File: src/logic/lfp_regs.vh
// Constants for the lock and fuse protection logic
`ifndef LFP_REGS_VH
`define LFP_REGS_VH
`define LFP_LOCK_W 6
`define LFP_FUSE_W 13
// Lock bit positions
`define LFP_LK_MAIN_A 0
`define LFP_LK_MAIN_B 1
`define LFP_LK_APP_A 2
`define LFP_LK_APP_B 3
`define LFP_LK_BOOT_A 4
`define LFP_LK_BOOT_B 5
`define LFP_LOCK_RST 6'h3f
// Fuse positions: low group 5..0, high group 12..6 order below
`define LFP_FU_CKSEL_LO 0
`define LFP_FU_BOD_EN 4
`define LFP_FU_BOD_LVL 5
`define LFP_FU_BOOT_RST 6
`define LFP_FU_BOOTSZ_LO 7
`define LFP_FU_EEPROM_PRESERVE_FUSE 9
`define LFP_FU_SERIAL_EN 10
`define LFP_FU_TEST_EN 11
`define LFP_FU_DEBUG_EN 12
// Defaults: debug 1, test 0, serial 0, eeprom_preserve_fuse 1, bootsz 11, boot_reset_fuse 1, bodlvl 1, brownout_enable_fuse 1, 0010
`define LFP_FUSE_RST 13'h13f2
// Programmer commands
`define LFP_CMD_ERASE 8'h80
`define LFP_CMD_WR_FUSE 8'h40
`define LFP_CMD_WR_LOCK 8'h20
`define LFP_CMD_RD_SIG 8'h08
`define LFP_CMD_RD_FL 8'h04
// Ports
`define LFP_PORT_PAR 2'h0
`define LFP_PORT_SER 2'h1
`define LFP_PORT_TEST 2'h2
// Minimum erase hold in clocks before done is accepted
`define LFP_ERASE_CYC 16'h0010
`endif

File: src/logic/lfp_nv_cell.v
// One non-volatile field: reset-latched copy with guarded write and erase
`timescale 1ns/1ps
module lfp_nv_cell #(
  parameter W = 6,
  parameter [W-1:0] INIT = {W{1'b1}}
) (
  input wire mclk_i,
  input wire rst_i,
  input wire wr_i,
  input wire [W-1:0] wr_data_i,
  input wire clr_i,
  output wire [W-1:0] val_o
);
  reg [W-1:0] cell_q;
  // Array value survives reset; only writes and erase alter it
  always @(posedge mclk_i) begin
    if (clr_i) begin
      cell_q <= {W{1'b1}};
    end else if (wr_i) begin
      cell_q <= wr_data_i;
    end
  end
  // Copy used by decoding; reloaded whenever the array changes
  reg [W-1:0] copy_q;
  reg init_q;
  always @(posedge mclk_i or posedge rst_i) begin
    if (rst_i) begin
      copy_q <= INIT;
      init_q <= 1'b0;
    end else begin
      init_q <= 1'b1;
      copy_q <= init_q ? cell_q : INIT;
    end
  end
  // First cycle after reset before array is written still reads INIT
  initial cell_q = INIT;
  assign val_o = copy_q;
endmodule

File: src/logic/lfp_sig_rom.v
// Signature and calibration byte store with registered read data
`timescale 1ns/1ps
module lfp_sig_rom #(
  parameter [7:0] SIG0 = 8'h5a, // Arbitrary identity value
  parameter [7:0] SIG1 = 8'h3c, // Arbitrary identity value
  parameter [7:0] SIG2 = 8'ha5, // Arbitrary identity value
  parameter [7:0] CAL = 8'h80
) (
  input wire mclk_i,
  input wire rst_i,
  input wire [1:0] addr_i,
  input wire hi_i,
  output reg [7:0] data_o
);
  // Registered lookup; unused addresses read as ff
  always @(posedge mclk_i or posedge rst_i) begin
    if (rst_i) begin
      data_o <= 8'h00;
    end else if (hi_i) begin
      data_o <= (addr_i == 2'h0) ? CAL : 8'hff;
    end else begin
      case (addr_i)
        2'h0: data_o <= SIG0;
        2'h1: data_o <= SIG1;
        2'h2: data_o <= SIG2;
        default: data_o <= 8'hff;
      endcase
    end
  end
endmodule

File: src/logic/lfp_top.v
// Lock and fuse protection logic: storage, programmer gating, self-write gating
// Function
// - six lock bits, only erase restores
// - lock 10 stops writes, locks fuses except on test port
// - lock 00 stops writes and verify
// - app lock 10/00 blocks app stores
// - app lock 00/01 blocks boot reads
// - boot lock 10/00 blocks boot stores
// - boot lock 00/01 blocks app reads
// - thirteen fuses, serial enable not serial
// - debug needs debug and test fuses
// - test fuse routes test port pins
// - serial fuse enables serial download
// - eeprom preserve refused when locked
// - boot size fuses pick boot section
// - boot reset fuse picks reset vector
// - brownout level fuse picks threshold
// - brownout enable fuse starts detector
// - clock select fuses, default 0010
// - erase keeps fuses; lock a blocks fuses except on test port
// - three signature bytes, serial or parallel
// - calibration byte at high address zero
// - erase clears flash, eeprom unless preserved, locks last
`timescale 1ns/1ps
`include "lfp_regs.vh"
module lfp_top #(
  parameter [7:0] SIG0 = 8'h5a, // Arbitrary identity value
  parameter [7:0] SIG1 = 8'h3c, // Arbitrary identity value
  parameter [7:0] SIG2 = 8'ha5, // Arbitrary identity value
  parameter [7:0] CAL = 8'h80,
  parameter [15:0] ERASE_CYC = `LFP_ERASE_CYC
) (
  input wire mclk_i,
  input wire rst_i,
  input wire cmd_valid_i,
  input wire [7:0] cmd_i,
  input wire [1:0] cmd_port_i,
  input wire [12:0] cmd_data_i,
  input wire [1:0] cmd_addr_i,
  input wire cmd_hi_i,
  output wire cmd_ready_o,
  output reg cmd_refused_o,
  output reg [12:0] rd_data_o,
  output reg rd_valid_o,
  input wire mem_wr_req_i,
  input wire mem_rd_req_i,
  output wire mem_wr_allow_o,
  output wire mem_rd_allow_o,
  output reg flash_erase_o,
  output reg eeprom_erase_o,
  input wire flash_erase_done_i,
  input wire spm_store_i,
  input wire lpm_load_i,
  input wire tgt_boot_i,
  input wire exec_boot_i,
  input wire vect_in_boot_i,
  output wire spm_allow_o,
  output wire lpm_allow_o,
  output wire irq_mask_o,
  output wire [5:0] lock_bits_o,
  output wire [12:0] fuse_bits_o,
  output wire debug_en_o,
  output wire clk_keep_o,
  output wire test_port_en_o,
  output wire serial_dl_en_o,
  output wire [1:0] boot_size_o,
  output wire [15:0] reset_vector_o,
  output wire bod_level_o,
  output wire bod_en_o,
  output wire [3:0] clock_select_o
);
  localparam ST_IDLE = 2'h0;
  localparam ST_ERASE = 2'h1;
  localparam ST_LOCKS = 2'h2;
  wire [5:0] lock;
  wire [12:0] fuse;
  reg [1:0] st_q;
  reg [15:0] cnt_q;
  reg lk_wr, fu_wr, lk_clr;
  // Declared ahead of the fuse store that consumes it
  reg [12:0] fuse_wdata;
  wire [7:0] sig_byte;
  reg sig_pend_q;
  // Decoded lock modes
  wire main_a = lock[`LFP_LK_MAIN_A];
  wire main_b = lock[`LFP_LK_MAIN_B];
  wire app_a = lock[`LFP_LK_APP_A];
  wire app_b = lock[`LFP_LK_APP_B];
  wire boot_a = lock[`LFP_LK_BOOT_A];
  wire boot_b = lock[`LFP_LK_BOOT_B];
  wire no_write = ~main_a;
  wire no_verify = ~main_a & ~main_b;
  wire fuse_locked = ~main_a;
  wire idle = (st_q == ST_IDLE);
  // Lock store; programming clears bits only, erase sets all
  lfp_nv_cell #(.W(6), .INIT(`LFP_LOCK_RST)) u_lock (
    .mclk_i(mclk_i),
    .rst_i(rst_i),
    .wr_i(lk_wr),
    .wr_data_i(lock & cmd_data_i[5:0]),
    .clr_i(lk_clr),
    .val_o(lock)
  );
  // Fuse store; untouched by erase
  lfp_nv_cell #(.W(13), .INIT(`LFP_FUSE_RST)) u_fuse (
    .mclk_i(mclk_i),
    .rst_i(rst_i),
    .wr_i(fu_wr),
    .wr_data_i(fuse_wdata),
    .clr_i(1'b0),
    .val_o(fuse)
  );
  // Fuse write data: serial cannot touch serial enable, preserve cannot be programmed to 0 when locked
  always @* begin
    fuse_wdata = cmd_data_i;
    if (cmd_port_i == `LFP_PORT_SER) begin
      fuse_wdata[`LFP_FU_SERIAL_EN] = fuse[`LFP_FU_SERIAL_EN];
    end
    if (lock != 6'h3f && !cmd_data_i[`LFP_FU_EEPROM_PRESERVE_FUSE]) begin
      fuse_wdata[`LFP_FU_EEPROM_PRESERVE_FUSE] = fuse[`LFP_FU_EEPROM_PRESERVE_FUSE];
    end
  end
  // Command acceptance; fuse lock applies to every port except the test port
  always @* begin
    lk_wr = 1'b0;
    fu_wr = 1'b0;
    if (cmd_valid_i && idle) begin
      if (cmd_i == `LFP_CMD_WR_LOCK) begin
        lk_wr = 1'b1;
      end
      if (cmd_i == `LFP_CMD_WR_FUSE) begin
        fu_wr = !(fuse_locked && cmd_port_i != `LFP_PORT_TEST);
      end
    end
  end
  assign cmd_ready_o = idle;
  // Erase sequence: memories first, lock bits restored after flash is done
  always @(posedge mclk_i or posedge rst_i) begin
    if (rst_i) begin
      st_q <= ST_IDLE;
      cnt_q <= 16'h0000;
      flash_erase_o <= 1'b0;
      eeprom_erase_o <= 1'b0;
      lk_clr <= 1'b0;
    end else begin
      lk_clr <= 1'b0;
      case (st_q)
        ST_IDLE: begin
          if (cmd_valid_i && cmd_i == `LFP_CMD_ERASE) begin
            st_q <= ST_ERASE;
            cnt_q <= ERASE_CYC;
            flash_erase_o <= 1'b1;
            eeprom_erase_o <= ~fuse[`LFP_FU_EEPROM_PRESERVE_FUSE] ? 1'b0 : 1'b1;
          end
        end
        ST_ERASE: begin
          // Minimum hold guards a done pulse that arrives too early
          if (cnt_q != 16'h0000) begin
            cnt_q <= cnt_q - 16'h0001;
          end else if (flash_erase_done_i) begin
            flash_erase_o <= 1'b0;
            eeprom_erase_o <= 1'b0;
            st_q <= ST_LOCKS;
          end
        end
        ST_LOCKS: begin
          lk_clr <= 1'b1;
          st_q <= ST_IDLE;
        end
        default: st_q <= ST_IDLE;
      endcase
    end
  end
  // Signature and calibration store
  lfp_sig_rom #(.SIG0(SIG0), .SIG1(SIG1), .SIG2(SIG2), .CAL(CAL)) u_sig (
    .mclk_i(mclk_i),
    .rst_i(rst_i),
    .addr_i(cmd_addr_i),
    .hi_i(cmd_hi_i),
    .data_o(sig_byte)
  );
  // Read answers; signature from serial or parallel, one cycle late
  always @(posedge mclk_i or posedge rst_i) begin
    if (rst_i) begin
      sig_pend_q <= 1'b0;
      rd_valid_o <= 1'b0;
      rd_data_o <= 13'h0000;
      cmd_refused_o <= 1'b0;
    end else begin
      sig_pend_q <= cmd_valid_i && idle && cmd_i == `LFP_CMD_RD_SIG &&
        cmd_port_i != `LFP_PORT_TEST;
      rd_valid_o <= 1'b0;
      cmd_refused_o <= cmd_valid_i && idle && cmd_i == `LFP_CMD_WR_FUSE && !fu_wr;
      if (sig_pend_q) begin
        rd_valid_o <= 1'b1;
        rd_data_o <= {5'h00, sig_byte};
      end else if (cmd_valid_i && idle && cmd_i == `LFP_CMD_RD_FL) begin
        rd_valid_o <= 1'b1;
        rd_data_o <= cmd_hi_i ? {7'h00, lock} : fuse;
      end
    end
  end
  // Programmer access to flash and eeprom
  assign mem_wr_allow_o = mem_wr_req_i & ~no_write;
  assign mem_rd_allow_o = mem_rd_req_i & ~no_verify;
  // Self-programming gating per section
  wire app_no_store = ~app_a;
  wire app_no_load = ~app_b;
  wire boot_no_store = ~boot_a;
  wire boot_no_load = ~boot_b;
  assign spm_allow_o = spm_store_i &
    (tgt_boot_i ? ~boot_no_store : ~app_no_store);
  assign lpm_allow_o = lpm_load_i & ~((exec_boot_i && !tgt_boot_i && app_no_load) ||
    (!exec_boot_i && tgt_boot_i && boot_no_load));
  assign irq_mask_o = (vect_in_boot_i && !exec_boot_i && app_no_load) ||
    (!vect_in_boot_i && exec_boot_i && boot_no_load);
  // Fuse decodes
  assign lock_bits_o = lock;
  assign fuse_bits_o = fuse;
  assign test_port_en_o = ~fuse[`LFP_FU_TEST_EN];
  assign debug_en_o = ~fuse[`LFP_FU_DEBUG_EN] & ~fuse[`LFP_FU_TEST_EN];
  assign clk_keep_o = ~fuse[`LFP_FU_DEBUG_EN];
  assign serial_dl_en_o = ~fuse[`LFP_FU_SERIAL_EN];
  assign boot_size_o = fuse[`LFP_FU_BOOTSZ_LO+1:`LFP_FU_BOOTSZ_LO];
  // Boot start in words: 11->256 words from top, each step down doubles
  reg [15:0] boot_start;
  always @* begin
    case (boot_size_o)
      2'h3: boot_start = 16'h3f00;
      2'h2: boot_start = 16'h3e00;
      2'h1: boot_start = 16'h3c00;
      default: boot_start = 16'h3800;
    endcase
  end
  assign reset_vector_o = fuse[`LFP_FU_BOOT_RST] ? 16'h0000 : boot_start;
  assign bod_level_o = fuse[`LFP_FU_BOD_LVL];
  assign bod_en_o = ~fuse[`LFP_FU_BOD_EN];
  assign clock_select_o = fuse[`LFP_FU_CKSEL_LO+3:`LFP_FU_CKSEL_LO];
endmodule

File: config.mk
export PLATFORM = sky130hd
export DESIGN_NAME = lfp_top
export DESIGN_NICKNAME = d
export VERILOG_FILES = /design/src/logic/lfp_nv_cell.v /design/src/logic/lfp_sig_rom.v /design/src/logic/lfp_top.v
export VERILOG_INCLUDE_DIRS = /design/src /design/src/logic
export SDC_FILE = /design/constraint.sdc
export NUM_CORES = 1
export LEC_CHECK = 0
export ABC_AREA = 0
export CAP_MARGIN = 0
export CORE_MARGIN = 2
export CORE_UTILIZATION = 50
export DETAILED_ROUTE_END_ITERATION = 12
export DONT_BUFFER_PORTS = 1
export GPL_TIMING_DRIVEN = 1
export SETUP_SLACK_MARGIN = 0.5
export SLEW_MARGIN = 10
export SYNTH_ARGS = -nofsm -noshare
export SYNTH_HDL_FRONTEND = slang
export SYNTH_SLANG_ARGS = --single-unit
File: constraint.sdc
create_clock -name mclk_i -period 2.3 [get_ports mclk_i]
set_input_delay 0.115 -clock mclk_i [delete_from_list [all_inputs] [get_ports mclk_i]]
set_output_delay 0.115 -clock mclk_i [all_outputs]
set_load 0.01 [all_outputs]
# Yosys cells after proc, flatten, opt, wreduce, memory -nomap -nowiden
# Cells that the tools add are included.
# word_totals
mem_count,0
reg_bits,84
ramBits,0
input_bits,37
rom_bits,0
latch_bits,0
out_inout_bits,70
# op_classes
mul,0
n_eq_ne,19
n_shift,0
n_bitwise,17
reduce_logical,33
n_div,0
add_sub_neg,1
magnitude_cmp,0
n_mux,34
# ops
operator,count
two-way mux 13 bit,4
two-way mux 16 bit,3
one-hot mux 11 bit (3 select lines),1
one-hot mux 16 bit (2 select lines),1
one-hot mux 8 bit (3 select lines),1
logical AND 1 bit,17
nonzero test 16 bit,1
subtractor 16 x 1 -> 16 bit (second input constant),1
two-way mux 1 bit,15
inverter 1 bit,10
== test 2 x 1 -> 1 bit (second input constant),4
== test 2 bit (second input constant),4
== test 8 x 3 -> 1 bit (second input constant),1
== test 8 x 4 -> 1 bit (second input constant),1
== test 8 x 6 -> 1 bit (second input constant),1
== test 8 x 7 -> 1 bit (second input constant),1
== test 8 bit (second input constant),1
two-way mux 8 bit,1
!= test 2 bit (second input constant),4
two-way mux 7 bit,1
bitwise AND 1 bit,6
bitwise AND 6 bit,1
logical NOT 1 bit,6
two-way mux 2 bit,3
10 further kinds,15

# Logic depth before layout (Yosys ltp)
# Gate-level depths: netlist (run 1).
# depth
word_depth,7
ltp_mapped,7

# By module
# From an unflattened synthesis (run 1), not the netlist that was laid out.
# hier_totals
cells_unflattened,386
area_unflattened_um2,3953.8
# by_module_without_submodules
mod,seq_area_each_um2,instances,cells_per_inst,area_per_inst_um2
lfp_top,925.9,1,260,2297.2
lfp_nv_cell at u_fuse,620.6,1,72,944.7
lfp_nv_cell at u_lock,302.8,1,34,460.4
lfp_sig_rom,125.1,1,20,251.5

# Worst setup path after synthesis (run 1)
# No wires, ideal clock.
# synth_path
path_type,reg2reg
start,register st_q[1]
end,register u_fuse.cell_q[0] (enable)
t_required_ns,1.918
path_buffers,0
stages_incl_launch_ff,4
setup_slack_ns,0.481
setup_ns,0.382
t_arrival_ns,1.436
cell_sequence,dfrtp_1 > nor3b_2 > nand4_1 > nor2_1
# synth_between
elab_chain_cells,3
# synth_lines
item,line_no,text
from (decl),lfp_top.v:77,reg [1:0] st_q;
from (signal assigned),lfp_top.v:140,st_q <= ST_IDLE;
from (signal assigned),lfp_top.v:150,st_q <= ST_ERASE;
from (signal assigned),lfp_top.v:163,st_q <= ST_LOCKS;
logical NOT 2 bit,lfp_top.v:94,wire idle = (st_q == ST_IDLE);
logical AND 1 bit,lfp_top.v:127,if (cmd_valid_i && idle) begin
two-way mux 1 bit,lfp_top.v:127,
named net fu_wr,lfp_top.v:79,"reg lk_wr, fu_wr, lk_clr;"
to (signal assigned),lfp_nv_cell.v:18,cell_q <= {W{1'b1}};
to (signal assigned),lfp_nv_cell.v:20,cell_q <= wr_data_i;
to (decl),lfp_nv_cell.v:14,reg [W-1:0] cell_q;
# The timed path passes the listed nets, and every way through them passes these cells.
# A chain may end at the register's enable or synchronous reset.

# Worst setup path in the final report (run 1)
# layout_path
start,register cnt_q[2]
end,register cnt_q[15]
# layout_between
elab_chain_cells,3
# layout_lines
item,line_no,text
from (decl),lfp_top.v:78,reg [15:0] cnt_q;
from (signal assigned),lfp_top.v:159,cnt_q <= cnt_q - 16'h0001;
subtractor 16 x 1 -> 16 bit / nonzero test 16 bit (equally long branches),"lfp_top.v:159, lfp_top.v:158",
two-way mux 16 bit / != test 2 bit (equally long branches),-,
one-hot mux 16 bit (2 select lines) / AND reduction 3 bit (equally long branches),-,
# Several ways; a longest one is shown, not always the timed one. The select of a mux whose other input is x is not followed.

==> impl_metrics.csv, run 1 <==
group,metric,value,unit
critical_path,reg2regPathDepth,4,
layout,ff_latch_area,0.00208,mm2
timing,post-route-period-util,76.8,%
power_and_ir_drop,power_density,649,mW/mm2
route,vias,2549,
timing,finalMaxSlewViolations,0,
layout,fin_area,0.00426,mm2
power_and_ir_drop,ir_drop,349,uV
die,rows,31,
critical_path,endpoint_kind,"flop",
cts,clkSinkCount,81,
status,status,"finished clean",
logic_synthesis,yosysTopAreaCell,"dfrtp_1",
cts,insertion_delay,0.35,ns
die,initial_core_util,51.1,%
placement,placed_cell_area,0.00372,mm2
logic_synthesis,synth_edf_count,13,
route,drcViolationCount,0,
timing,maxSlewHeadroom,57.7,%
global_routing,grt_overflow,0,
timing,hold_viol_final,0,
global_routing,antenna_found_initial,0,
cts,clock_path_buffers,2,
layout,drive_gt1_share,17.5,%
placement,gp_congestion,0.856,
job,maxCapViolations,0,
timing,worstMarginPinSlew,0.628,ns
logic_synthesis,syn_inst,337,
logic_synthesis,synth-seq-cells,81,
critical_path,critPathKind,"flop to flop",
route,drtPass1Iterations,4,
cts,cts_buffers,9,
cts,cts_max_level,3,
critical_path,required,2.59,ns
critical_path,timing.rr.start,"cnt_q[2]",
die,core,0.00721,mm2
logic_synthesis,synth-main-ff-cell,"dfrtp_1",
logic_synthesis,ys_seq_area_share,56.4,%
route,dr_wl_met3,670,um
route,met1_length,3580,um
timing,rsz0062_at_grt,"true",
layout,fill_cells,640,
logic_synthesis,synth_area_leaders,"dfrtp_1 (33%), edfxtp_1 (11%), dfstp_2 (10%)",
placement,port_buffers,0,
route,route.met2.wl,3410,um
route,drt_wl_total,7780,um
global_routing,grt_max_degree,25,
placement,hpwl,5520,um
critical_path,rrSetupSlack,0.53,ns
global_routing,grt_pass1_wl,12800,um
layout,multi_input_area,0.00149,mm2
route,first_iter_violations,124,
layout,syn_to_final_growth,15.6,%
cts,clk_pin_slew_worst_paths,0.08,ns
global_routing,first_global_vias,2427,
layout,fin_cells,465,
logic_synthesis,ys_top_cells_by_count,"dfrtp_1 (48), nand2_1 (34), nor2_1 (26)",
global_routing,globalRouteTotalUtil,20.3,%
route,routed_via_density,5.48,
worst_hold_path,whs_path_depth,2,
logic_synthesis,synth_warnings,0,
logic_synthesis,synth.top_cell.area_share,32.6,%
route,wire_per_inst,16.7,um
die,die_area,0.00807,mm2
logic_synthesis,syn_area,0.00369,mm2
route,ant_nets,0,
layout,nets,403,
critical_path,start_kind,"flop",
power_and_ir_drop,p_leak,0.00181,uW
die,ios,107,
cts,cts_tree,"built",
critical_path,worstPathMaxFanout,6,
worst_hold_path,min_to,"u_fuse.cell_q[10]",
cts,cts-root-buf,"clkbuf_8",
logic_synthesis,synth.most_common_cell,"dfrtp_1",
logic_synthesis,async_reset_ff_share,76.5,%
logic_synthesis,avgSynthCellArea,10.9,um2
timing,skew,0.0140,ns
placement,place_inst,423,
critical_path,r2r_end,"cnt_q[15]",
timing,fmax,0.566,GHz
worst_hold_path,min_from,"cmd_data_i[10]",
timing,tns,0,ns
route,top_layer_used,"met4",
logic_synthesis,ys_types,51,
timing,fin_crit,1.77,ns
critical_path,crit_arrival,2.05,ns
layout,antenna_cells,0,
die,die_w,89.9,um
timing,setup_violations,0,
worst_hold_path,hold_path.class,"input port to flop",
die,fp.dieH,89.9,um
[power by group]
group | internal [uW] | total, uW | switching (uW)
registers | 1490 | 1540 | 48.0
clock network | 567 | 1090 | 524
logic | 62.5 | 137 | 74.1
total | 2120 | 2760 | 646
[critical path, cell delays in order, from the launching register on]
cell,delay [ns]
dfrtp_2,0.46
or4b_1,0.52
a211oi_2,0.19
or4b_1,0.46
nand2_1,0.08
[state kept, by name, summed over array words and instances, names as in the netlist]
name            cells
cnt_q              16
rd_data_o          13
u_fuse.cell_q      13
u_fuse.val_o       13
u_lock.cell_q       6
u_lock.val_o        6
u_sig.data_o        5
st_q                2
cmd_refused_o       1
eeprom_erase_o      1
flash_erase_o       1
lk_clr              1
rd_valid_o          1
sig_pend_q          1
u_fuse.init_q       1
[cell usage in the layout (no fill, tap or decap), types with 3 or more instances in the layout]
master and instances:
ha_1 5, nor3_1 6, buf_4 11, nor2_1 24, edfxtp_1 13, o21ai_0 10, nand2_1 34, mux2i_1 12
dfstp_2 14, and2_1 8, dlygate4sd3_1 21, a211o_1 6, o211ai_1 4, nor4_4 3, inv_1 15, nor2b_1 10
nor4_2 4, o31ai_1 7, nand2b_1 19, dfxtp_1 6, a22o_1 6, nand3_2 3, dfrtp_1 46, clkbuf_8 11
conb_1 11, nand4_1 4, a21oi_1 3, a211oi_1 5
[metrics by stage]
| stage | hold WS [ns] | power [uW] | setup WS, ns | util [%] |
|---|---|---|---|---|
| floorplan | 0.214 | 1660 | 0.607 | - |
| global placement | 0.0627 | 1670 | 0.446 | 51.6 |
| detailed placement | 0.0654 | 1670 | 0.419 | 51.6 |
| CTS | 0.00139 | 2790 | 0.462 | 58.2 |
| global route | 0.00274 | 2880 | 0.449 | 59.1 |
| finish | 0.00752 | 2760 | 0.533 | 59.1 |
[routing by layer]
metal,up-vias,track usage (%)
met5,-,0
met4,0,6.92
met3,11,6.37
met2,94,29.9
met1,1244,28.8
li1,1200,-
[timing repair]
item / in CTS / in global routing
buffers inserted: 3 / 2
hold endpoints to repair: 43 / 0
resized for setup: 7 / 9
hold buffers: 21 / 0
endpoints found under the setup margin: 24 / 30
pin swaps: 2 / 4
[cell families (layout without fill, tap and decap cells)]
logic type | Yosys count | count (layout) | share of synthesized area [%]
AO/OA/AOI/OAI | 53 | 53 | 10.7
adder cells (fa/ha/maj) | 5 | 5 | 1.70
multiplexers | 12 | 12 | 3.26
buffers and inverters | 44 | 64 | 6.45
flip-flops | 81 | 81 | 56.4
other | 2 | 11 | 0.204
AND/OR/NAND/NOR | 140 | 140 | 21.3
[final cells by class]
class | count | area share [%]
Clock buffer | 11 | 3.55
Clock inverter | 5 | 1.44
Inverter | 16 | 1.41
Multi-Input combinational cell | 221 | 34.9
Sequential cell | 81 | 48.9
Tap cell | 99 | 2.91
Timing Repair Buffer | 32 | 6.87
[worst max path at each step]
stage	end	cells past startpoint	start	slack (ns)
after global routing	cnt_q[9]	4	cnt_q[4]	0.45
after floorplan	cnt_q[15]	4	st_q[1]	0.61
after CTS	cnt_q[9]	5	st_q[1]	0.46
after global placement	cnt_q[12]	4	cnt_q[4]	0.45
after detailed placement	cnt_q[0]	4	cnt_q[12]	0.42
final	cnt_q[15]	4	cnt_q[2]	0.53
No activity file was read; power rests on OpenSTA's default activity.
==> inputs of run 2 (changes only) <==
Clock period 2.3 ns to 1.75 ns, I/O delays scaled along.
==> impl_metrics.csv, run 2 (synthesized netlist as in run 1, its figures left out) <==
group,metric,value,unit
global_routing,antenna_found_initial,0,
cts,clock_path_buffers,2,
layout,largest_register,"cnt_q",
layout,antenna_cells,0,
job,maxCapViolations,0,
critical_path,timing.rr.start,"cnt_q[3]",
route,first_iter_violations,174,
timing,post-route-period-util,101,%
status,status,"complete, but fails checks",
global_routing,first_global_vias,2793,
timing,setup_violations,1,
layout,fin_area,0.00497,mm2
timing,finalMaxSlewViolations,0,
global_routing,grt_pass1_wl,14600,um
placement,place_inst,444,
layout,fin_cells,506,
route,drtPass1Iterations,4,
layout,final_common_cell,"dfrtp_1",
route,routed_via_density,5.49,
route,drcViolationCount,0,
timing,hold_viol_final,0,
critical_path,required,2.04,ns
route,ant_nets,0,
critical_path,crit_arrival,2.05,ns
cts,cts-root-buf,"clkbuf_8",
power_and_ir_drop,power_density,707,mW/mm2
power_and_ir_drop,p_leak,0.00209,uW
cts,cts_tree,"built",
critical_path,worstPathMaxFanout,3,
placement,port_buffers,0,
die,initial_core_util,51.1,%
worst_hold_path,whs_path_depth,2,
placement,hpwl,5800,um
layout,final_cell_mix,"dfrtp_1 (47), buf_4 (32), nand2_1 (25)",
power_and_ir_drop,finalPower,3510,uW
critical_path,critPathKind,"flop to flop",
placement,placed_cell_area,0.00395,mm2
timing,maxSlewHeadroom,48.6,%
critical_path,endpoint_kind,"flop",
cts,cts_max_level,3,
timing,skew,0.0128,ns
global_routing,grt_overflow,0,
die,ios,107,
power_and_ir_drop,ir_drop,539,uV
global_routing,globalRouteTotalUtil,23.1,%
die,fp.dieH,89.9,um
timing,tns,-0.0133,ns
timing,fin_crit,1.76,ns
critical_path,reg2regPathDepth,6,
critical_path,r2r_end,"cnt_q[12]",
layout,largest_register_ffs,16,
die,die_w,89.9,um
layout,nets,444,
route,wire_per_inst,18.7,um
timing,rsz0062_at_grt,"true",
critical_path,start_kind,"flop",
route,vias,2777,
global_routing,grt_max_degree,50,
worst_hold_path,hold_path.class,"input port to flop",
die,core,0.00721,mm2
cts,insertion_delay,0.36,ns
placement,gp_congestion,0.799,
route,drt_wl_total,9440,um
cts,cts_buffers,9,
timing,worstMarginPinSlew,0.765,ns
status,failed_checks,"negative setup slack",
layout,syn_to_final_growth,34.7,%
cts,clkSinkCount,81,
cts,clk_pin_slew_worst_paths,0.08,ns
die,rows,31,
critical_path,rrSetupSlack,-0.01,ns
layout,drive_gt1_share,36.4,%
worst_hold_path,min_to,"u_sig.data_o[7]",
die,die_area,0.00807,mm2
timing,layout_setup_ws,-0.0133,ns
timing,fmax,0.567,GHz
worst_hold_path,min_from,"cmd_addr_i[1]",
run 2: changes by cell type in the layout (fill, tap and decap cells not counted), moves of 6 or more:
cell	before	now
nor2_1	24	18
buf_4	11	32
o21ai_0	10	2
nand2_1	34	25
buf_6	0	13
nand2_4	0	6
run 2: where the power goes:
part	total, uW	internal (uW)	switching [uW]
Sequential	2020	1960	65.5
Combinational	215	97.6	117
Clock	1270	537	734
run 2: final cells by class:
cell class | instances | area [um2]
tap | 99 | 124
fill | 552 | 2250
inverter | 16 | 67.6
multi-input combinational | 221 | 1820
clock buffer | 10 | 128
sequential | 81 | 2080
clock inverter | 6 | 50.0
timing repair buffer | 73 | 697
run 2: what timing repair did:
| action | 4_1_cts | 5_1_grt |
|---|---|---|
| hold endpoints to repair | 75 | 0 |
| hold buffers | 23 | 0 |
| setup buffers | 11 | 9 |
| gates resized for setup | 38 | 62 |
| endpoints found under the setup margin | 63 | 67 |
| pin swaps | 28 | 33 |
| cloned | 3 | 0 |
run 2: stage by stage:
step	hold slack [ns]	util, %	setup slack [ns]
6_report	0.00507	68.8	-0.0133
4_1_cts	-0.0107	64.0	0.0349
3_3_place_gp	-0.0489	54.7	0.0721
3_5_place_dp	-0.0395	54.7	0.0463
2_1_floorplan	0.186	-	0.0581
5_1_grt	0.00716	68.8	-0.0677
run 2: per-layer routing:
layer	GRT usage, %	wire length (um)	up-vias
li1	-	-	1279
met1	31.7	3980	1388
met2	36.3	4700	96
met3	5.45	612	14
met4	7.82	148	0
met5	0	0	-
run 2: worst max path at each step:
stage / from / cells past startpoint / to
after floorplan: st_q[1] / 4 / cnt_q[15]
final: cnt_q[3] / 6 / cnt_q[12]
after global routing: cnt_q[3] / 6 / cnt_q[12]
after CTS: st_q[1] / 4 / cnt_q[15]
after detailed placement: cnt_q[5] / 4 / cnt_q[12]
after global placement: st_q[1] / 4 / cnt_q[15]
run 2: critical path, stage by stage, from the launching register on:
cell and delay [ns]:
dfrtp_1 0.42, nor4b_2 0.28, buf_4 0.18, nand4_1 0.11
buf_6 0.16, or4_4 0.49, nand2_1 0.07
